--- src/iopd_pkg.sv ---
// package for the port A direction / alternate-function block
// assumes a byte-wide cpu register port with one-cycle read latency
package iopd_pkg;

  // ****************************************************************
  // register offsets
  // ****************************************************************
  localparam logic [3:0] OFF_DATA = 4'h0;
  localparam logic [3:0] OFF_DIR = 4'h1;
  localparam logic [3:0] OFF_DRIVE = 4'h2;
  localparam logic [3:0] OFF_STATUS = 4'h3;

  // ****************************************************************
  // field layout and reset values
  // ****************************************************************
  localparam int DRIVE_PIN4_BIT = 1;
  localparam int DRIVE_PIN5_BIT = 2;
  localparam logic [7:0] DRIVE_WMASK = 8'h06;
  localparam logic [7:0] RESET_BYTE = 8'h00;
  localparam int PWM_CHANNELS = 6;
  localparam int BUZZER_PIN = 5;
  localparam int INTA_PIN = 6;
  localparam int INTB_PIN = 7;

  // bus request bundle
  typedef struct packed {
    logic [3:0] addr;
    logic [7:0] wdata;
    logic wr;
    logic rd;
  } iopd_bus_type;

  // peripheral alternate outputs
  typedef struct packed {
    logic [5:0] pwm_out;
    logic [5:0] pwm_oe;
    logic buz_out;
    logic buz_en;
  } iopd_alt_type;

endpackage

--- src/iopd_pin_mux.sv ---
// per-pin output selection: alternate function over latch
// assumes inputs are synchronous to sys_clk_in
module iopd_pin_mux (
  input wire logic [7:0] latch_in,
  input wire logic [7:0] dir_in,
  input wire iopd_pkg::iopd_alt_type alt_in,
  output logic [7:0] drive_val_out,
  output logic [7:0] drive_en_out,
  output logic [7:0] alt_active_out
);

  // ****************************************************************
  // alternate output routing
  // ****************************************************************
  // buzzer beats pwm five on pin 5
  always_comb begin
    alt_active_out = 8'h00;
    drive_val_out = latch_in;
    for (int i = 0; i < iopd_pkg::PWM_CHANNELS; i++) begin
      if (alt_in.pwm_oe[i]) begin
        alt_active_out[i] = 1'b1;
        drive_val_out[i] = alt_in.pwm_out[i];
      end
    end
    if (alt_in.buz_en) begin
      alt_active_out[iopd_pkg::BUZZER_PIN] = 1'b1;
      drive_val_out[iopd_pkg::BUZZER_PIN] = alt_in.buz_out;
    end
    // alternate output forces output mode
    drive_en_out = dir_in | alt_active_out;
  end

endmodule

--- src/iopd_port.sv ---
// port A logic: direction, data latch, alternate outputs, drive select
// assumes a synchronous cpu register port and pins already synchronised
//
// Contract
// - direction bit 1 makes pin output, 0 makes it input
// - direction register reads back last value written
// - data write updates latch even for input pins
// - data read: latch for outputs, pin level for inputs
// - bit positions without a pin read zero and act as inputs
// - reset clears direction and data latch, all pins inputs
// - input mode: driver off, read comes from pin input stage
// - output mode: driver on with latch value, read returns latch
// - active peripheral output drives pin, forces output mode
// - peripheral input gets pin level, direction zero, no pull-up; code keeps the pull-up on for every undriven pin
// - alternate-function pin reads pin state like input mode
// - pins 0 to 5 output pwm channel when its enable is 1
// - buzzer wins over pwm five on pin 5
// - weak pull-up in input mode; pins 6,7 feed interrupts
// - drive control bits 7 to 3 read zero
// - drive bit 2 selects pin 5 8 mA when pin outputs
// - drive bit 1 selects pin 4 8 mA when pin outputs
module iopd_port #(
  parameter logic [7:0] PIN_PRESENT = 8'hff
) (
  input wire logic sys_clk_in,
  input wire logic rst_in,
  input wire iopd_pkg::iopd_bus_type bus_in,
  output logic [7:0] rdata_out,
  input wire iopd_pkg::iopd_alt_type alt_in,
  input wire logic [7:0] pin_in,
  output logic [7:0] pin_out,
  output logic [7:0] pin_oe_out,
  output logic [7:0] pullup_en_out,
  output logic [7:0] periph_in_out,
  output logic external_interrupt_a_out,
  output logic external_interrupt_b_out,
  output logic high_drive_select_pin4_out,
  output logic high_drive_select_pin5_out
);

  // ****************************************************************
  // state
  // ****************************************************************
  logic [7:0] port_direction_register_reg;
  logic [7:0] port_data_latch_reg;
  logic [7:0] pin_drive_strength_control_reg;
  logic [7:0] drive_val;
  logic [7:0] drive_en;
  logic [7:0] alt_active;
  logic [7:0] read_view;
  logic [7:0] rdata_next;

  // write decode shared by all registers
  function automatic logic wr_hit(input iopd_pkg::iopd_bus_type b,
                                  input logic [3:0] off);
    return b.wr && (b.addr == off);
  endfunction

  // ****************************************************************
  // output selection
  // ****************************************************************
  iopd_pin_mux u_mux (
    .latch_in(port_data_latch_reg),
    .dir_in(port_direction_register_reg),
    .alt_in(alt_in),
    .drive_val_out(drive_val),
    .drive_en_out(drive_en),
    .alt_active_out(alt_active)
  );

  // ****************************************************************
  // registers
  // ****************************************************************
  // direction register, absent pins stay input
  always_ff @(posedge sys_clk_in or posedge rst_in) begin
    if (rst_in) begin
      port_direction_register_reg <= iopd_pkg::RESET_BYTE;
    end else if (wr_hit(bus_in, iopd_pkg::OFF_DIR)) begin
      port_direction_register_reg <= bus_in.wdata & PIN_PRESENT;
    end
  end

  // data latch written regardless of direction
  always_ff @(posedge sys_clk_in or posedge rst_in) begin
    if (rst_in) begin
      port_data_latch_reg <= iopd_pkg::RESET_BYTE;
    end else if (wr_hit(bus_in, iopd_pkg::OFF_DATA)) begin
      port_data_latch_reg <= bus_in.wdata;
    end
  end

  // drive control: only bits 2 and 1 are storage
  always_ff @(posedge sys_clk_in or posedge rst_in) begin
    if (rst_in) begin
      pin_drive_strength_control_reg <= iopd_pkg::RESET_BYTE;
    end else if (wr_hit(bus_in, iopd_pkg::OFF_DRIVE)) begin
      pin_drive_strength_control_reg <=
        bus_in.wdata & iopd_pkg::DRIVE_WMASK;
    end
  end

  // ****************************************************************
  // read path
  // ****************************************************************
  // latch for plain outputs, pin otherwise; alternate pins show pin
  always_comb begin
    read_view = ((port_data_latch_reg & port_direction_register_reg &
                  ~alt_active) |
                 (pin_in & ~(port_direction_register_reg & ~alt_active)))
                & PIN_PRESENT;
    rdata_next = 8'h00;
    if (bus_in.rd) begin
      unique case (bus_in.addr)
        iopd_pkg::OFF_DATA: rdata_next = read_view;
        iopd_pkg::OFF_DIR: rdata_next = port_direction_register_reg;
        iopd_pkg::OFF_DRIVE: rdata_next = pin_drive_strength_control_reg;
        iopd_pkg::OFF_STATUS: rdata_next = drive_en & PIN_PRESENT;
        default: rdata_next = 8'h00;
      endcase
    end
  end

  // read data valid the cycle after the strobe only
  always_ff @(posedge sys_clk_in or posedge rst_in) begin
    if (rst_in) begin
      rdata_out <= 8'h00;
    end else begin
      rdata_out <= rdata_next;
    end
  end

  // ****************************************************************
  // pads
  // ****************************************************************
  // registered pad controls; costs one cycle of pwm latency
  always_ff @(posedge sys_clk_in or posedge rst_in) begin
    if (rst_in) begin
      pin_out <= 8'h00;
      pin_oe_out <= 8'h00;
      pullup_en_out <= 8'h00;
    end else begin
      pin_out <= drive_val & drive_en & PIN_PRESENT;
      pin_oe_out <= drive_en & PIN_PRESENT;
      pullup_en_out <= ~drive_en & PIN_PRESENT;
    end
  end

  // peripheral inputs see raw pin level, no pull-up modelled here
  always_ff @(posedge sys_clk_in or posedge rst_in) begin
    if (rst_in) begin
      periph_in_out <= 8'h00;
      external_interrupt_a_out <= 1'b0;
      external_interrupt_b_out <= 1'b0;
    end else begin
      periph_in_out <= pin_in & PIN_PRESENT;
      external_interrupt_a_out <= pin_in[iopd_pkg::INTA_PIN];
      external_interrupt_b_out <= pin_in[iopd_pkg::INTB_PIN];
    end
  end

  // high drive only when the pin actually drives
  always_ff @(posedge sys_clk_in or posedge rst_in) begin
    if (rst_in) begin
      high_drive_select_pin4_out <= 1'b0;
      high_drive_select_pin5_out <= 1'b0;
    end else begin
      high_drive_select_pin4_out <= drive_en[4] &
        pin_drive_strength_control_reg[iopd_pkg::DRIVE_PIN4_BIT];
      high_drive_select_pin5_out <= drive_en[5] &
        pin_drive_strength_control_reg[iopd_pkg::DRIVE_PIN5_BIT];
    end
  end
endmodule

--- config.mk ---
export PLATFORM = sky130hd
export DESIGN_NAME = iopd_port
export DESIGN_NICKNAME = d
export VERILOG_FILES = /design/src/iopd_pkg.sv /design/src/iopd_pin_mux.sv /design/src/iopd_port.sv
export SDC_FILE = /design/constraint.sdc
export NUM_CORES = 1
export LEC_CHECK = 0
export BUFFER_PORTS_ARGS = -buffer_cell sky130_fd_sc_hd__buf_4
export CAP_MARGIN = 5
export CORE_AREA = 8 8 88 90
export CTS_BUF_LIST = sky130_fd_sc_hd__clkbuf_4
export DETAILED_ROUTE_END_ITERATION = 12
export DIE_AREA = 0 0 96 98
export GPL_TIMING_DRIVEN = 1
export PLACE_DENSITY = 0.72
export SLEW_MARGIN = 20
export SYNTH_ARGS = -nofsm -noshare
export SYNTH_HDL_FRONTEND = slang
export SYNTH_HIERARCHICAL = 1
export SYNTH_SLANG_ARGS = --single-unit
--- constraint.sdc ---
create_clock -name sys_clk_in -period 2.6 [get_ports sys_clk_in]
set_clock_uncertainty 0.15 [all_clocks]
set_input_delay 0.39 -clock sys_clk_in [delete_from_list [all_inputs] [get_ports sys_clk_in]]
set_output_delay 0.39 -clock sys_clk_in [all_outputs]
set_load 0.01 [all_outputs]
Yosys cells after proc, flatten, opt, wreduce, memory -nomap -nowiden

Cells that the tools add are included.

Input bits: 38
Register bits after elaboration: 62
Output and inout bits: 44

Reduce and logical (&&, ||, !) cells: 4
Multiplexer cells: 16
Bitwise gates (word level): 12
Equality and inequality tests: 3

Operators by type and width:

| cell               | count |
|---|---|
| $and 8x8->8        | 5 |
| $pmux 8 s4         | 1 |
| $not 8->8          | 2 |
| $mux 1             | 14 |
| $eq 4x2->1 const B | 2 |
| $mux 8             | 1 |
| $not 6->8          | 1 |
| $or 8x6->8         | 1 |
| $or 8x8->8         | 1 |
| $eq 4x1->1 const B | 1 |
| $logic_not 4->1    | 1 |
| $logic_and 1x1->1  | 3 |
| $and 1x1->1        | 2 |

Logic depth before layout (Yosys ltp)

Word-level depth: 9
Mapped depth: 6
Gate-level depth less buffers: 5

Modules after synthesis

The synthesis kept the hierarchy.

Modules (own cells, without submodules):

| module       | instances | area an instance (µm²) | cells each |
|---|---|---|---|
| iopd_port    | 1         | 2,255.9                | 174 |
| iopd_pin_mux | 1         | 205.2                  | 27 |

Worst setup path after synthesis

No wires, ideal clock.

Path kind: input-to-reg
From: input port bus_in[11] (netlist name)
To: register port_data_latch_reg[0]
Path slack: 1,056 ps
Arrival time: 1,269 ps
Stages on the path: 4
Data required time: 2,325 ps
Path buffers: 1
Setup time: 125 ps
Cell sequence: buf_6 > nor4_1 > nand2_1 > mux2_2

Word-level cells in the longest chain between the ends: 2

RTL lines:

| item                   | line            | RTL |
|---|---|---|
| start: declaration     | iopd_port.sv:27 | `input wire iopd_pkg::iopd_bus_type bus_in,` |
| $logic_not 4->1        | iopd_port.sv:56 | `return b.wr && (b.addr == off);` |
| $logic_and 1x1->1      | iopd_port.sv:56 |  |
| end signal: assignment | iopd_port.sv:86 | `port_data_latch_reg <= iopd_pkg::RESET_BYTE;` |
| end signal: assignment | iopd_port.sv:88 | `port_data_latch_reg <= bus_in.wdata;` |
| end: declaration       | iopd_port.sv:45 | `logic [7:0] port_data_latch_reg;` |

Every way passes these cells.
A chain may end at the register's enable or synchronous reset.

Worst setup path after layout

From: input port bus_in[13] (netlist name)
To: register port_direction_register_reg[1]

Word-level cells in the longest chain between the ends: 2

RTL lines:

| item                   | line            | RTL |
|---|---|---|
| $eq 4x1->1             | iopd_port.sv:56 |  |
| $logic_and 1x1->1      | iopd_port.sv:56 |  |
| end signal: assignment | iopd_port.sv:77 | `port_direction_register_reg <= iopd_pkg::RESET_BYTE;` |
| end signal: assignment | iopd_port.sv:79 | `port_direction_register_reg <= bus_in.wdata & PIN_PRESENT;` |
| end: declaration       | iopd_port.sv:44 | `logic [7:0] port_direction_register_reg;` |

Every way passes these cells.

==> summary.txt <==
Status
  • Outcome: finished clean

Routing
  • WL per Instance: 15.6 um
  • Vias/cell: 4.78
  • Routed WL: 5730 um
  • Antenna viol nets, final: 0
  • Drt pass-1 iters: 4
  • Via count: 1760
  • DR DRC count: 0
  • DR iter-0 viols: 70

Hold path
  • Min-Delay Path Class: primary input to asynchronous set/reset pin

Finish
  • # fillers: 607
  • Nets: 322
  • Area taken by multi-input logic gates: 776 sq um
  • ANT cells: 0
  • Share of cells above drive strength 1: 38.2%
  • Final instance area: 3230 sq um
  • Synth-to-Final Area Change: 31.2%
  • FF+latch area: 1500 sq um

Floorplan
  • Rows: 30
  • Initial Util: 37.9%
  • Full die area: 9410 sq um
  • Core region area: 6490 sq um
  • Io pins: 82
  • Die width: 96 um
  • Die H: 98 um

Clocking
  • Clock Sinks: 60
  • CTS tree: yes
  • H-tree depth: 3
  • Skew-Pair Late Insertion Delay: 0.39 ns
  • Total CTS buffers: 9
  • Root buffer cell: clkbuf_4
  • Clk buf depth: 2
  • Clock transition at path regs: 0.09 ns
  • Post-cts resize count: 0

Power
  • Worst vdd ir: 300 uV
  • Cell Pwr Density: 656 nW/um^2
  • Leak pwr: 1.63 nW

Synth
  • Yosys reg bits: 60
  • Post-synthesis sequential area ratio: 61.0%
  • Ys Warns: 6
  • Mapped cell area: 2460 sq um
  • Post-synthesis average cell area: 12.2 sq um
  • Unique masters post-synth: 29
  • Post-Synthesis Cells: 201

GRT
  • Vias in the first global route: 1858
  • Initial antenna violation count: 0
  • Total GRT Usage: 12.9%
  • Total gr overflow: 0
  • First-pass GRT wire length: 9210 um
  • Largest net degree at the start of global routing: 61

STA
  • Post-route setup slack: 1.10 ns
  • FMAX: 668 MHz
  • TNS Setup: 0 ns
  • Tcrit/Tclk final: 57.6%
  • RSZ-0062 raised after global routing: false
  • Final setup fails: 0
  • Worst relative slew slack: 50.3%
  • Worst slew pin tran: 0.746 ns
  • Hold Violations, Final: 0
  • Period minus WS final: 1.50 ns
  • Slew Limit Fails: 0

Place
  • DP Worst Slack: 0.701 ns
  • DP Wirelength: 4200 um
  • Placed Area: 3050 sq um
  • Placer congestion estimate: 0.718
  • IO Port Bufs: 81

Worst setup path
  • CP endpoint kind: flip-flop
  • Critical path arrival: 1.63 ns
  • WP data required: 2.73 ns
  • CP Max Fanout: 14
  • Setup CP Type: primary input to flip-flop
  • FF-to-FF Start: port_direction_register_reg[7]$_DFFE_PP0P_
  • CP Launch Type: primary input
  • Crit path launch: bus_in[13]
  • R2R setup slack: 1.23 ns

Run
  • Max Cap Violations: 0
## synthesized netlist by cell type
master,instances,area share (%)
dfrtp_1,60,61
inv_1,15,2.3
buf_4,13,4.0
nand2_1,13,2.0
mux2_2,12,5.5
and2_1,10,2.5
nand2b_1,8,2.0
a211o_1,6,2.1
a211oi_1,6,1.8
a21oi_1,6,1.2
and3b_1,6,2.1
nand3_1,6,1.2
o21ai_0,6,1.2
or2_1,6,1.5
mux2_1,5,2.3
mux2i_1,5,2.0
buf_2,3,0.61
nor2_1,3,0.46
o221a_1,2,0.92
and4b_1,1,0.41
buf_1,1,0.15
buf_6,1,0.46
clkbuf_1,1,0.15
conb_1,1,0.15
nor4_1,1,0.25
nor4b_2,1,0.61
o21ai_1,1,0.20
or3_1,1,0.25
or4_4,1,0.46
## path summary, 6_finish.rpt
check                                                        endpoint  cells past startpoint
max                        port_direction_register_reg[1]$_DFFE_PP0P_                      4
max in group asynchronous                        pin_out[7]$_DFF_PP0_                      3
max reg2reg                                    rdata_out[7]$_DFF_PP0_                      4
min                                        pullup_en_out[0]$_DFF_PP0_                      3
min in group sys_clk_in    port_direction_register_reg[5]$_DFFE_PP0P_                      3
min reg2reg                                   pin_oe_out[6]$_DFF_PP0_                      0
## logic make-up after synthesis
family / share of synthesized area (%)
flip-flops: 61.0
AND/OR/NAND/NOR: 13.9
buffers and inverters: 7.63
AO/OA/AOI/OAI: 7.52
multiplexers: 9.81
other: 0.152
## power by group
group          internal [W]  leakage [nW]  total (W)  switching, W
Combinational      0.000247         0.830   0.000450      0.000203
Clock              0.000204        0.0616   0.000513      0.000309
Sequential          0.00107         0.735    0.00115     0.0000808
## cell type report
| cell class | instances | share of cell area [%] |
|---|---|---|
| flip-flops and latches | 60 | 46.5 |
| multi-input cells | 108 | 24.0 |
| repair buffers | 90 | 21.5 |
| well taps | 80 | 3.10 |
| clock buffers | 11 | 2.56 |
| inverters | 15 | 1.74 |
| clock inverters | 4 | 0.542 |
## critical path, cell delays in order
cell     delay, ns
buf_4         0.12
nor2_1        0.19
and4b_1       0.53
mux2_2        0.39
## metal layers
metal / share of wire [%] / global-route usage (%) / vias up
li1: - / - / 833
met1: 40 / 14.9 / 858
met2: 49 / 19.9 / 63
met3: 9.5 / 5.37 / 6
met4: 1.3 / 6.04 / 0
met5: 0 / 0 / -
## layout by cell type (no fill, tap or decap), types with 2 or more instances in the layout
| cell | synthesis | final |
|---|---|---|
| a211o_1 | 6 | 6 |
| a211oi_1 | 6 | 6 |
| a21oi_1 | 6 | 6 |
| and2_1 | 10 | 10 |
| and3b_1 | 6 | 6 |
| buf_4 | 13 | 82 |
| clkbuf_4 | 0 | 11 |
| clkinv_1 | 0 | 2 |
| clkinv_2 | 0 | 2 |
| conb_1 | 1 | 2 |
| dfrtp_1 | 60 | 60 |
| dlygate4sd3_1 | 0 | 8 |
| inv_1 | 15 | 14 |
| mux2_1 | 5 | 5 |
| mux2_2 | 12 | 12 |
| mux2i_1 | 5 | 5 |
| nand2_1 | 13 | 13 |
| nand2b_1 | 8 | 8 |
| nand3_1 | 6 | 6 |
| nor2_1 | 3 | 3 |
| o21ai_0 | 6 | 6 |
| o221a_1 | 2 | 2 |
| or2_1 | 6 | 6 |
## per-stage QoR
stage | total power, W | util [%] | cells | hold slack [ns]
5_1_grt | 0.00225 | 49.7 | 368 | 0.0467
3_5_place_dp | 0.00162 | 47.0 | 345 | 0.330
6_report | 0.00212 | 49.7 | 368 | 0.0670
3_3_place_gp | 0.00160 | 47.0 | 345 | 0.320
4_1_cts | 0.00216 | 49.7 | 368 | 0.0386
2_1_floorplan | 0.00141 | - | 202 | 0.271
## repair_timing
item,in CTS,in global routing
endpoints found under the setup margin,0,0
hold endpoints to repair,8,0
buffers inserted,0,0
hold buffers,8,0
Power figures use the tool's default switching activity.
